File: src/rtl/ftm_pkg.sv
`default_nettype none

package ftm_pkg;

    // ****************************************************
    // Fault code classes (bit n stands for code n+1)
    // ****************************************************
    localparam int FTM_NUM_CODES = 32;
    localparam int FTM_CODE_W = 6;
    localparam logic [31:0] FTM_WARN_FIXED = 32'h000039F1;
    localparam logic [31:0] FTM_TRIP_FIXED = 32'h0000F9C0;
    localparam logic [31:0] FTM_LOCK_FIXED = 32'h0000D000;
    localparam logic [31:0] FTM_PHASE_MASK = 32'hE0000000;

    // Optional codes, one 2-bit class setting per group
    localparam int FTM_NUM_GROUPS = 5;
    localparam logic [31:0] FTM_GRP_MASK [FTM_NUM_GROUPS] = '{
        32'h00000002,
        32'h00000004,
        32'h00000008,
        32'h00000600,
        32'hE0000000
    };
    localparam logic [1:0] FTM_OPT_WARN = 2'h1;
    localparam logic [1:0] FTM_OPT_TRIP = 2'h2;
    localparam logic [1:0] FTM_OPT_LOCK = 2'h3;

    // ****************************************************
    // Register map
    // ****************************************************
    localparam int FTM_ADDR_W = 8;
    localparam logic [7:0] FTM_REG_CTRL = 8'h00;
    localparam logic [7:0] FTM_REG_OPT = 8'h04;
    localparam logic [7:0] FTM_REG_STATE = 8'h08;
    localparam logic [7:0] FTM_REG_WARN = 8'h0C;
    localparam logic [7:0] FTM_REG_TRIP = 8'h10;
    localparam logic [7:0] FTM_REG_IRQ_ST = 8'h14;
    localparam logic [7:0] FTM_REG_IRQ_MASK = 8'h18;
    localparam int FTM_CTRL_AUTO = 0;
    localparam int FTM_CTRL_DIG = 1;
    localparam int FTM_CTRL_SMR = 2;
    localparam int FTM_OPT_W = 2 * FTM_NUM_GROUPS;
    localparam logic [9:0] FTM_OPT_RESET = 10'h2AA;
    localparam int FTM_STATE_CODE_LSB = 8;

    // Interrupt events
    localparam int FTM_NUM_EV = 4;
    localparam int FTM_EV_WARN = 0;
    localparam int FTM_EV_TRIP = 1;
    localparam int FTM_EV_LOCK = 2;
    localparam int FTM_EV_CLEAR = 3;

    // ****************************************************
    // Timing
    // ****************************************************
    localparam int FTM_CLK_MHZ = 100;
    localparam int FTM_FLASH_HALF_MS = 250;
    localparam int FTM_FLASH_CYCLES = FTM_FLASH_HALF_MS * 1000 * FTM_CLK_MHZ;

    typedef enum logic [2:0] {
        FTM_ST_INIT,
        FTM_ST_RUN,
        FTM_ST_WAIT_AUTO,
        FTM_ST_TRIPPED,
        FTM_ST_LOCKED
    } ftm_state_type;

    typedef struct packed {
        logic auto_reset_en;
        logic digital_reset_en;
        logic surface_magnet_rotor_type;
        logic [FTM_OPT_W-1:0] opt_class;
    } ftm_cfg_type;

    typedef struct packed {
        logic warn_led;
        logic alarm_led;
        logic display_on;
        logic [FTM_CODE_W-1:0] display_code;
    } ftm_ind_type;

endpackage

`default_nettype wire

File: src/rtl/ftm_fault_trip_manager.sv
// Local design decisions: the register addresses and the strobed register port.
`default_nettype none

module ftm_fault_trip_manager
    import ftm_pkg::*;
#(
    parameter int NUM_CODES = FTM_NUM_CODES,
    parameter int FLASH_CYCLES = FTM_FLASH_CYCLES
)
(
    // Clock and reset
    input wire logic clock_in,
    input wire logic reset_in,
    // Register port
    input wire logic [FTM_ADDR_W-1:0] reg_addr_in,
    input wire logic [31:0] reg_wdata_in,
    input wire logic reg_write_in,
    input wire logic reg_read_in,
    output logic [31:0] reg_rdata_out,
    // Monitored conditions, bit n is code n+1
    input wire logic [NUM_CODES-1:0] condition_in,
    // Reset sources and run command
    input wire logic panel_reset_in,
    input wire logic digital_reset_in,
    input wire logic serial_reset_in,
    input wire logic auto_run_in,
    input wire logic lock_history_in,
    // Drive and indicators
    output logic motor_enable_out,
    output logic detect_enable_out,
    output logic lock_record_out,
    output logic warn_led_out,
    output logic alarm_led_out,
    output logic display_on_out,
    output logic [FTM_CODE_W-1:0] display_code_out,
    // Interrupt
    output logic irq_out
);

    // ****************************************************
    // Configuration registers
    // ****************************************************
    ftm_cfg_type cfg_q;
    ftm_cfg_type cfg_d;
    logic [FTM_NUM_EV-1:0] irq_mask_q;
    logic [FTM_NUM_EV-1:0] irq_mask_d;

    always_comb
    begin
        cfg_d = cfg_q;
        irq_mask_d = irq_mask_q;
        if (reg_write_in && reg_addr_in == FTM_REG_CTRL)
        begin
            cfg_d.auto_reset_en = reg_wdata_in[FTM_CTRL_AUTO];
            cfg_d.digital_reset_en = reg_wdata_in[FTM_CTRL_DIG];
            cfg_d.surface_magnet_rotor_type = reg_wdata_in[FTM_CTRL_SMR];
        end
        if (reg_write_in && reg_addr_in == FTM_REG_OPT)
        begin
            cfg_d.opt_class = reg_wdata_in[FTM_OPT_W-1:0];
        end
        if (reg_write_in && reg_addr_in == FTM_REG_IRQ_MASK)
        begin
            irq_mask_d = reg_wdata_in[FTM_NUM_EV-1:0];
        end
    end

    always_ff @(posedge clock_in or posedge reset_in)
    begin
        if (reset_in)
        begin
            cfg_q <= '{auto_reset_en: 1'b0, digital_reset_en: 1'b1,
                       surface_magnet_rotor_type: 1'b0,
                       opt_class: FTM_OPT_RESET};
            irq_mask_q <= '0;
        end
        else
        begin
            cfg_q <= cfg_d;
            irq_mask_q <= irq_mask_d;
        end
    end

    // ****************************************************
    // Condition classification
    // ****************************************************
    logic [NUM_CODES-1:0] warn_mask;
    logic [NUM_CODES-1:0] trip_mask;
    logic [NUM_CODES-1:0] lock_mask;
    logic [NUM_CODES-1:0] warn_act;
    logic [NUM_CODES-1:0] trip_act;
    logic [NUM_CODES-1:0] lock_act;
    logic [FTM_CODE_W-1:0] warn_code;
    logic [FTM_CODE_W-1:0] trip_code;
    logic [1:0] grp_class;

    always_comb
    begin
        grp_class = '0;
        warn_mask = FTM_WARN_FIXED[NUM_CODES-1:0];
        trip_mask = FTM_TRIP_FIXED[NUM_CODES-1:0];
        lock_mask = FTM_LOCK_FIXED[NUM_CODES-1:0];
        for (int g = 0; g < FTM_NUM_GROUPS; g++)
        begin
            grp_class = cfg_q.opt_class[2*g +: 2];
            if (grp_class >= FTM_OPT_WARN)
            begin
                warn_mask = warn_mask | FTM_GRP_MASK[g][NUM_CODES-1:0];
            end
            if (grp_class >= FTM_OPT_TRIP)
            begin
                trip_mask = trip_mask | FTM_GRP_MASK[g][NUM_CODES-1:0];
            end
            if (grp_class == FTM_OPT_LOCK)
            begin
                lock_mask = lock_mask | FTM_GRP_MASK[g][NUM_CODES-1:0];
            end
        end
        if (cfg_q.surface_magnet_rotor_type)
        begin
            warn_mask = warn_mask & ~FTM_PHASE_MASK[NUM_CODES-1:0];
            trip_mask = trip_mask & ~FTM_PHASE_MASK[NUM_CODES-1:0];
            lock_mask = lock_mask & ~FTM_PHASE_MASK[NUM_CODES-1:0];
        end
        // Live every cycle, whatever the state
        warn_act = condition_in & warn_mask;
        trip_act = condition_in & trip_mask;
        lock_act = condition_in & lock_mask;
        // Lowest code wins when several are active
        warn_code = '0;
        trip_code = '0;
        for (int i = NUM_CODES - 1; i >= 0; i--)
        begin
            if (warn_act[i])
            begin
                warn_code = FTM_CODE_W'(i + 1);
            end
            if (trip_act[i])
            begin
                trip_code = FTM_CODE_W'(i + 1);
            end
        end
    end

    // ****************************************************
    // Trip state machine
    // ****************************************************
    ftm_state_type state_q;
    ftm_state_type state_d;
    logic [FTM_CODE_W-1:0] code_q;
    logic [FTM_CODE_W-1:0] code_d;
    logic reset_req;
    logic reset_ok;
    logic trip_present;

    always_comb
    begin
        state_d = state_q;
        code_d = code_q;
        trip_present = |trip_act;
        // Single request from all sources; auto only off the plain trip
        reset_req = panel_reset_in || serial_reset_in
            || (digital_reset_in && cfg_q.digital_reset_en)
            || (cfg_q.auto_reset_en && state_q == FTM_ST_TRIPPED);
        reset_ok = reset_req && !trip_present;
        unique case (state_q)
            FTM_ST_INIT:
            begin
                // Lock survived the power cycle only as a plain trip
                if (lock_history_in)
                begin
                    state_d = FTM_ST_TRIPPED;
                end
                else
                begin
                    state_d = FTM_ST_RUN;
                end
            end
            FTM_ST_RUN, FTM_ST_WAIT_AUTO:
            begin
                if (|lock_act)
                begin
                    state_d = FTM_ST_LOCKED;
                    code_d = trip_code;
                end
                else if (trip_present)
                begin
                    state_d = FTM_ST_TRIPPED;
                    code_d = trip_code;
                end
                else if (state_q == FTM_ST_WAIT_AUTO && auto_run_in)
                begin
                    state_d = FTM_ST_RUN;
                end
            end
            FTM_ST_TRIPPED:
            begin
                if (|lock_act)
                begin
                    state_d = FTM_ST_LOCKED;
                    code_d = trip_code;
                end
                else if (reset_ok)
                begin
                    state_d = panel_reset_in ? FTM_ST_WAIT_AUTO
                                             : FTM_ST_RUN;
                end
            end
            FTM_ST_LOCKED:
            begin
                state_d = FTM_ST_LOCKED;
            end
        endcase
    end

    always_ff @(posedge clock_in or posedge reset_in)
    begin
        if (reset_in)
        begin
            state_q <= FTM_ST_INIT;
            code_q <= '0;
        end
        else
        begin
            state_q <= state_d;
            code_q <= code_d;
        end
    end

    // ****************************************************
    // Flash timer
    // ****************************************************
    logic [31:0] flash_cnt_q;
    logic [31:0] flash_cnt_d;
    logic blink_q;
    logic blink_d;

    always_comb
    begin
        flash_cnt_d = flash_cnt_q + 32'h1;
        blink_d = blink_q;
        if (flash_cnt_q >= 32'(FLASH_CYCLES - 1))
        begin
            flash_cnt_d = '0;
            blink_d = !blink_q;
        end
    end

    always_ff @(posedge clock_in or posedge reset_in)
    begin
        if (reset_in)
        begin
            flash_cnt_q <= '0;
            blink_q <= 1'b0;
        end
        else
        begin
            flash_cnt_q <= flash_cnt_d;
            blink_q <= blink_d;
        end
    end

    // ****************************************************
    // Drive and indicator outputs
    // ****************************************************
    ftm_ind_type ind_q;
    ftm_ind_type ind_d;
    logic motor_en_q;
    logic motor_en_d;
    logic lock_rec_q;
    logic lock_rec_d;
    logic detect_en_q;
    logic detect_en_d;

    always_comb
    begin
        motor_en_d = state_q == FTM_ST_RUN;
        lock_rec_d = state_q == FTM_ST_LOCKED;
        detect_en_d = !cfg_q.surface_magnet_rotor_type;
        ind_d.warn_led = |warn_act;
        ind_d.alarm_led = 1'b0;
        ind_d.display_on = 1'b1;
        ind_d.display_code = warn_code;
        unique case (state_q)
            FTM_ST_TRIPPED:
            begin
                ind_d.warn_led = trip_present && blink_q;
                ind_d.alarm_led = blink_q;
                ind_d.display_on = blink_q;
                ind_d.display_code = code_q;
            end
            FTM_ST_LOCKED:
            begin
                ind_d.warn_led = 1'b1;
                ind_d.alarm_led = blink_q;
                ind_d.display_on = blink_q;
                ind_d.display_code = code_q;
            end
            FTM_ST_INIT:
            begin
                ind_d.warn_led = 1'b0;
            end
            FTM_ST_RUN, FTM_ST_WAIT_AUTO:
            begin
            end
        endcase
    end

    always_ff @(posedge clock_in or posedge reset_in)
    begin
        if (reset_in)
        begin
            ind_q <= '0;
            motor_en_q <= 1'b0;
            lock_rec_q <= 1'b0;
            detect_en_q <= 1'b0;
        end
        else
        begin
            ind_q <= ind_d;
            motor_en_q <= motor_en_d;
            lock_rec_q <= lock_rec_d;
            detect_en_q <= detect_en_d;
        end
    end

    assign motor_enable_out = motor_en_q;
    assign lock_record_out = lock_rec_q;
    assign detect_enable_out = detect_en_q;
    assign warn_led_out = ind_q.warn_led;
    assign alarm_led_out = ind_q.alarm_led;
    assign display_on_out = ind_q.display_on;
    assign display_code_out = ind_q.display_code;

    // ****************************************************
    // Interrupt status
    // ****************************************************
    logic [FTM_NUM_EV-1:0] irq_st_q;
    logic [FTM_NUM_EV-1:0] irq_st_d;
    logic [FTM_NUM_EV-1:0] events;
    logic [FTM_NUM_EV-1:0] w1c;
    logic warn_any_q;
    logic irq_q;
    logic irq_d;

    always_comb
    begin
        events = '0;
        events[FTM_EV_WARN] = (|warn_act) && !warn_any_q;
        events[FTM_EV_TRIP] = state_d == FTM_ST_TRIPPED
            && state_q != FTM_ST_TRIPPED;
        events[FTM_EV_LOCK] = state_d == FTM_ST_LOCKED
            && state_q != FTM_ST_LOCKED;
        events[FTM_EV_CLEAR] = state_q == FTM_ST_TRIPPED && reset_ok;
        w1c = '0;
        if (reg_write_in && reg_addr_in == FTM_REG_IRQ_ST)
        begin
            w1c = reg_wdata_in[FTM_NUM_EV-1:0];
        end
        // Set beats clear so a same-cycle event is kept
        irq_st_d = (irq_st_q & ~w1c) | events;
        irq_d = |(irq_st_d & irq_mask_d);
    end

    always_ff @(posedge clock_in or posedge reset_in)
    begin
        if (reset_in)
        begin
            irq_st_q <= '0;
            warn_any_q <= 1'b0;
            irq_q <= 1'b0;
        end
        else
        begin
            irq_st_q <= irq_st_d;
            warn_any_q <= |warn_act;
            irq_q <= irq_d;
        end
    end

    assign irq_out = irq_q;

    // ****************************************************
    // Register read port
    // ****************************************************
    logic [31:0] rdata_q;
    logic [31:0] rdata_d;

    always_comb
    begin
        rdata_d = '0;
        if (reg_read_in)
        begin
            unique case (reg_addr_in)
                FTM_REG_CTRL:
                begin
                    rdata_d[FTM_CTRL_AUTO] = cfg_q.auto_reset_en;
                    rdata_d[FTM_CTRL_DIG] = cfg_q.digital_reset_en;
                    rdata_d[FTM_CTRL_SMR] = cfg_q.surface_magnet_rotor_type;
                end
                FTM_REG_OPT:
                begin
                    rdata_d[FTM_OPT_W-1:0] = cfg_q.opt_class;
                end
                FTM_REG_STATE:
                begin
                    rdata_d[$bits(ftm_state_type)-1:0] = state_q;
                    rdata_d[FTM_STATE_CODE_LSB +: FTM_CODE_W] = code_q;
                end
                FTM_REG_WARN:
                begin
                    rdata_d[NUM_CODES-1:0] = warn_act;
                end
                FTM_REG_TRIP:
                begin
                    rdata_d[NUM_CODES-1:0] = trip_act;
                end
                FTM_REG_IRQ_ST:
                begin
                    rdata_d[FTM_NUM_EV-1:0] = irq_st_q;
                end
                FTM_REG_IRQ_MASK:
                begin
                    rdata_d[FTM_NUM_EV-1:0] = irq_mask_q;
                end
                default:
                begin
                    rdata_d = '0;
                end
            endcase
        end
    end

    always_ff @(posedge clock_in or posedge reset_in)
    begin
        if (reset_in)
        begin
            rdata_q <= '0;
        end
        else
        begin
            rdata_q <= rdata_d;
        end
    end

    assign reg_rdata_out = rdata_q;

endmodule

`default_nettype wire

File: config.mk
export PLATFORM = sky130hd
export DESIGN_NAME = ftm_fault_trip_manager
export DESIGN_NICKNAME = d
export VERILOG_FILES = /design/src/rtl/ftm_pkg.sv /design/src/rtl/ftm_fault_trip_manager.sv
export SDC_FILE = /design/constraint.sdc
export NUM_CORES = 1
export LEC_CHECK = 0
export ABC_AREA = 1
export BUFFER_PORTS_ARGS = -buffer_cell sky130_fd_sc_hd__buf_2
export CORE_ASPECT_RATIO = 1.75
export CORE_UTILIZATION = 50
export DETAILED_ROUTE_END_ITERATION = 8
export GPL_ROUTABILITY_DRIVEN = 0
export PLACE_DENSITY_LB_ADDON = 0.2
export SYNTH_ARGS = -nofsm -noshare
export SYNTH_HDL_FRONTEND = slang
export SYNTH_SLANG_ARGS = --single-unit
File: constraint.sdc
create_clock -name clock_in -period 2.84 [get_ports clock_in]
set_input_delay 0.142 -clock clock_in [delete_from_list [all_inputs] [get_ports clock_in]]
set_output_delay 0.142 -clock clock_in [all_outputs]
set_load 0.005 [all_outputs]
==> run metrics, run 1 <==
outcome finished clean; Worst-path clk slew 70 ps; post-DP HPWL 9.72 mm; CTS tree yes; initial core utilization 51.8%; # Post-CTS Setup Buffers 0; nature of the critical path endpoint flip-flop; grt total ovfl 0; Final Hold Vio Count 0; R2R Path End code_q[1]; htree depth 3; RSZ-0062 raised after global routing false; final design utilization 60.7%; Hold Crit Depth 3; HP Start lock_history_in; Final min period 2180 ps; CP arrival 2420 ps; reg2reg start cfg_q[7]; yosys warns 0; Sw Ratio 23.6%; first-pass GRT wire length 21.0 mm; Die H 133 um; ant diodes 0; CP Launch Type flip-flop; Ports 126; synthesis-to-layout area growth 17.1%; final-report setup violation count 0; Post-Route WL 12.7 mm; Worst Path Max Fanout 7; total die area 0.0102 sq mm; vias in the first global route 4536; ys flop type dfrtp_1; max-cap violations 0; Clk network pwr share 43.3%; initial antenna violation count 0; vias per inst 5.28; die width 76.9 um; CTS Buf Count 9; Avg WL per Cell 15.4 um; reg-to-reg slack, setup 660 ps; DRC viols 0; EDFF count, synth 0; synth unique cells 51; IR drop worst, VDD 304 uV; DR pass1 iterations 5; power density over the cells 503 mW/mm^2; largest net degree at the start of global routing 50; total negative setup slack 0 ps; num rows 47; clk sinks 96; fin crit share 76.9%; FF/Latch Area 0.00241 sq mm; sequential share of power 49.2%; Core ar. 0.00947 sq mm; worst skew pair latency 340 ps; cell-internal power 2210 uW; Tot GR Track Use 26.7%; Fmax achieved 458 MHz; Post-synth ARST share 100%; port bufs 77; via count 4337; Mean Syn Cell Area 8.16 sq um; Final Max Slew Viols 0; P_sw 680 uW; Hold Path End state_q[1]; Hold Crit Class input port to flip-flop; nets@finish 776; post-synthesis instance area 0.00490 sq mm; headroom to the max-slew limit 57.7%; Final ANT Viol Nets 0; post-synthesis sequential area ratio 49.1%; Comb power frac 7.5%; Pleak 0.00287 uW; Post-Syn Instances 601; Fillers 871; Fin Clk Skew 7.04 ps; Least-Margin Pin Slew 628 ps; flop and latch count out of synthesis 96; Max Root-Sink Buffers 2; FF-to-FF path depth 11; PostCTS Resize Cnt 0; Root Buffer clkbuf_16; hold buffer count at cts 1; Iter 0 DRT Violations 255; Worst Path Required 3070 ps; layout cells sized above 1 20.5%; multi-input logic area 0.00210 sq mm; critical path class flip-flop to flip-flop
==> how the worst max path moves through the flow <==
stage | from | to | slack [ps] | depth (start not counted)
after floorplan | reset_in | alarm_led_out | 200 | 1
after global placement | cfg_q[7] | code_q[1] | 740 | 11
after detailed placement | cfg_q[7] | code_q[1] | 720 | 11
after CTS | cfg_q[7] | code_q[1] | 690 | 11
after global routing | cfg_q[7] | code_q[1] | 500 | 11
final | cfg_q[7] | code_q[1] | 660 | 11
==> registers in the layout (all words and copies together) (netlist names) <==
signal and cells:
flash_cnt_q 32, reg_rdata_out 19, cfg_q 13, code_q 6
display_code_out 6, irq_mask_q 4, irq_st_q 4, state_q 3
alarm_led_out 1, blink_q 1, detect_enable_out 1, display_on_out 1
irq_out 1, lock_record_out 1, motor_enable_out 1, warn_any_q 1
warn_led_out 1
==> synth_stat cells (2+ instances only) <==
library cell	number	area (sq um)
a211oi_1	2	15.0
a21oi_1	26	130
a221oi_1	3	26.3
a31o_2	2	17.5
a31oi_1	4	25.0
buf_2	3	15.0
buf_4	13	97.6
dfrtp_1	90	2250
dfstp_2	6	158
inv_1	87	327
inv_2	5	18.8
mux2_2	3	33.8
nand2_1	132	495
nand2_2	8	50.1
nand3_1	18	90.1
nand3_2	2	20.0
nand4_1	6	37.5
nor2_1	61	229
nor2_2	5	31.3
nor2_4	6	67.6
nor3_1	18	90.1
nor3_2	5	50.1
nor4_1	3	18.8
o21ai_0	40	200
o21bai_1	2	15.0
o22ai_1	12	75.1
o311ai_0	2	17.5
or2_2	2	12.5
xnor2_1	7	61.3
xor2_1	7	61.3
==> cell families after synthesis <==
family	synth area share, %
simple gates	25.8
buf+inv	9.49
compound gates	12.1
flops	49.1
xor+xnor	2.50
mux	0.689
fa+ha+maj	0.255
other cells	0.0765
==> power by group through the flow <==
stage | registers, uW | clock network (uW) | logic, uW
3_3_place_gp | 1450 | 0 | 209
6_report | 1420 | 1250 | 215
5_1_grt | 1430 | 1320 | 245
3_5_place_dp | 1450 | 0 | 212
4_1_cts | 1420 | 1280 | 215
2_1_floorplan | 1440 | 0 | 132
==> area by class of cell <==
cell class	instances	share of cell area [%]
Tap cell	122	2.66
Clock inverter	4	0.893
Sequential cell	96	42.0
Inverter	93	6.12
Timing Repair Buffer	80	7.36
Clock buffer	12	4.47
Multi-Input combinational cell	414	36.5
==> cell usage in the layout (no fill, tap or decap), types with 2 or more instances in the layout <==
master	n
a211oi_1	2
a21oi_1	26
a221oi_1	3
a31o_2	2
a31oi_1	4
buf_2	77
clkbuf_16	9
clkbuf_8	2
conb_1	20
dfrtp_1	90
dfstp_2	6
inv_1	86
inv_2	5
mux2_2	3
nand2_1	132
nand2_2	8
nand3_1	18
nand3_2	2
nand4_1	6
nor2_1	61
nor2_2	5
nor2_4	6
nor3_1	18
nor3_2	5
nor4_1	3
o21ai_0	40
o21bai_1	2
o22ai_1	12
o311ai_0	2
or2_2	2
xnor2_1	7
xor2_1	7
==> worst max-delay path, cell delays in order, from the launching register on <==
cell	delay [ps]
dfstp_2	570
nand2_1	120
a21oi_1	250
nor3_1	110
nand2_1	130
nand2_1	150
nand2_1	280
inv_2	130
nor2_1	100
inv_1	60
a21oi_1	120
a21oi_1	60
==> routing by layer <==
| metal | wire (um) | up-vias | global-route usage, % |
|---|---|---|---|
| li1 | - | 2091 | - |
| met1 | 4520 | 2022 | 26.9 |
| met2 | 6850 | 169 | 48.3 |
| met3 | 572 | 55 | 4.41 |
| met4 | 742 | 0 | 19.7 |
| met5 | 0 | - | 0 |
==> metrics by stage <==
step	setup slack (ps)	cell area [sq um]	hold WS [ps]	total power, uW	instances
5_1_grt	503	5740	18.7	2990	821
6_report	655	5740	22.1	2890	821
3_5_place_dp	715	5430	285	1660	804
2_1_floorplan	203	4970	256	1580	620
3_3_place_gp	737	5430	270	1650	804
4_1_cts	692	5740	15.8	2910	821
No activity file was read; power rests on OpenSTA's default activity.
==> run 2: changes to the inputs <==
clock period = 2.1 ns   (was 2.84 ns; I/O delays follow)
==> run 2 against run 1 <==
Compared with the run above:
- register-to-register slack got worse by 570 ps
- die area unchanged
- wire length fell by 1.2%
- count of clock-buffer cells in the layout fell by 1
- critical path type unchanged
- critical endpoint unchanged
==> run metrics, run 2 (synthesis gave the netlist of run 1 again) <==
ant diodes 0 (unchanged); port bufs 77 (unchanged); cell area after layout 0.00590 sq mm (+2.7%); initial antenna violation count 0 (unchanged); Fmax achieved 497 MHz (+8.7%); Pleak 0.00294 uW (+2.2%); Post-Route WL 12.5 mm (-1.2%); critical path class flip-flop to flip-flop; CP Launch Type flip-flop; layout cells sized above 1 21.7% (+1.3 points); Hold Crit Class input port to flip-flop; HP Start reg_wdata_in[6]; num rows 47 (unchanged); headroom to the max-slew limit 51.0% (-6.7 points); end of the critical path code_q[1]; vias per inst 5.26 (-0.50%); FF-to-FF path depth 11 (unchanged); post-DP HPWL 9.69 mm (-0.31%); met2 Usage GRT 46.1% (-2.2 points); clk sinks 96 (unchanged); Least-Margin Pin Slew 727 ps (+99.4 ps); worst setup path start cfg_q[7]; nature of the critical path endpoint flip-flop; Fillers 864 (-0.80%); Final Max Slew Viols 0 (unchanged); power density over the cells 662 mW/mm^2 (+32%); CTS Buf Count 9 (unchanged); CP arrival 2240 ps (-180 ps); grt total ovfl 0 (unchanged); met3 Track Usage GR 4.34% (-0.069 points); Root Buffer clkbuf_16; die width 76.9 um (unchanged); Die H 133 um (unchanged); Worst Path Max Fanout 6 (-1); RSZ-0062 raised after global routing true; Final ANT Viol Nets 0 (unchanged); Worst-path clk slew 60 ps (about the same); Core ar. 0.00947 sq mm (unchanged); CTS tree yes; area post-placement 0.00551 sq mm (+1.5%); DR pass1 iterations 6 (+1); vias in the first global route 4487 (-1.1%); Max Root-Sink Buffers 2 (unchanged); total die area 0.0102 sq mm (unchanged); Iter 0 DRT Violations 314 (+23%); Final Hold Vio Count 0 (unchanged); final-report setup violation count 0 (unchanged); Tot GR Track Use 26.1% (-0.60 points); largest net degree at the start of global routing 54 (+8.0%); via count 4389 (+1.2%); GRT busiest layer met2; first-pass GRT wire length 20.4 mm (-2.5%); Avg WL per Cell 15.0 um (-2.9%); Largest register FFs 32 (unchanged); Hold WS 13.1 ps (-8.96 ps); DRC viols 0 (unchanged); max-cap violations 0 (unchanged); Hold Crit Depth 3 (unchanged); R2R Path End code_q[1]; Ports 126 (unchanged); htree depth 3 (unchanged); nets@finish 790 (+1.8%); reg-to-reg slack, setup 90 ps (-570 ps); Fin Clk Skew 11.8 ps (+4.77 ps); outcome finished clean; met1 Use GR 27.3% (+0.36 points); most frequent cells in the layout nand2_1, dfrtp_1, inv_1, buf_2, nor2_1; worst skew pair latency 350 ps (about the same); fin crit share 95.7% (+19 points); initial core utilization 51.8% (unchanged); reg2reg start cfg_q[7]; Worst Path Required 2330 ps (-740 ps); commonest non-fill, non-tap cell in the layout nand2_1; Final min period 2010 ps (-174 ps); synthesis-to-layout area growth 20.3%; IR drop worst, VDD 488 uV (+61%); Most flops, register flash_cnt_q
==> run 2: changes by cell type in the layout (fill, tap and decap cells not counted), sizes merged <==
cell         delta
buf             +9
dlygate4sd3     +5
clkbuf          -1
clkinv          +1
clkinvlp        +1
inv             -1
==> run 2: worst min path at each step <==
stage | end
finish | cfg_q[6]
global route | reg_rdata_out[14]
CTS | reg_rdata_out[14]
detailed placement | detect_enable_out
global placement | detect_enable_out
floorplan | reg_rdata_out[14]
==> run 2: report_power, final <==
group | internal [uW] | total (uW) | switching, uW
Sequential | 1900 | 1920 | 25.3
Clock | 964 | 1670 | 708
Combinational | 109 | 308 | 199
==> run 2: through the flow <==
step	util (%)	total power [uW]	TNS [ps]	worst slack, ps	instances
3_5_place_dp	58.2	2250	0	49.3	813
6_report	62.3	3900	0	89.6	835
5_1_grt	62.3	4060	-2.22	-2.22	835
3_3_place_gp	58.2	2250	0	121	813
2_1_floorplan	-	2130	0	368	620
4_1_cts	62.0	3940	0	38.6	835
==> run 2: layout make-up <==
| class | instances | area, sq um | area share, % |
|---|---|---|---|
| Timing Repair Buffer | 94 | 557 | 9.44 |
| Inverter | 93 | 353 | 5.98 |
| Clock inverter | 5 | 63.8 | 1.08 |
| Sequential cell | 96 | 2410 | 40.8 |
| Clock buffer | 11 | 243 | 4.11 |
| Multi-Input combinational cell | 414 | 2120 | 36.0 |
| Tap cell | 122 | 153 | 2.59 |
==> run 2: what timing repair did <==
item / in CTS / in global routing
buffers inserted: 0 / 0
gates resized for setup: 0 / 9
hold buffers: 6 / 0
endpoints found under the hold margin: 95 / 0
endpoints found under the setup margin: 0 / 23
==> run 2: per-layer routing <==
| metal | wire length [um] | share of wire, % | vias to the layer above |
|---|---|---|---|
| li1 | - | - | 2123 |
| met1 | 4540 | 36 | 2050 |
| met2 | 6690 | 53 | 165 |
| met3 | 574 | 4.6 | 51 |
| met4 | 716 | 5.7 | 0 |
| met5 | 0 | 0 | - |
==> run 2: worst max-delay path: stages (launching register included) <==
cell and delay [ps]:
dfstp_2 570, nand2_1 120, a21oi_1 270, nor3_1 100, nand2_1 130, nand2_1 160
nand2_1 130, inv_2 70, nor2_1 90, inv_1 60, a21oi_1 120, a21oi_1 60
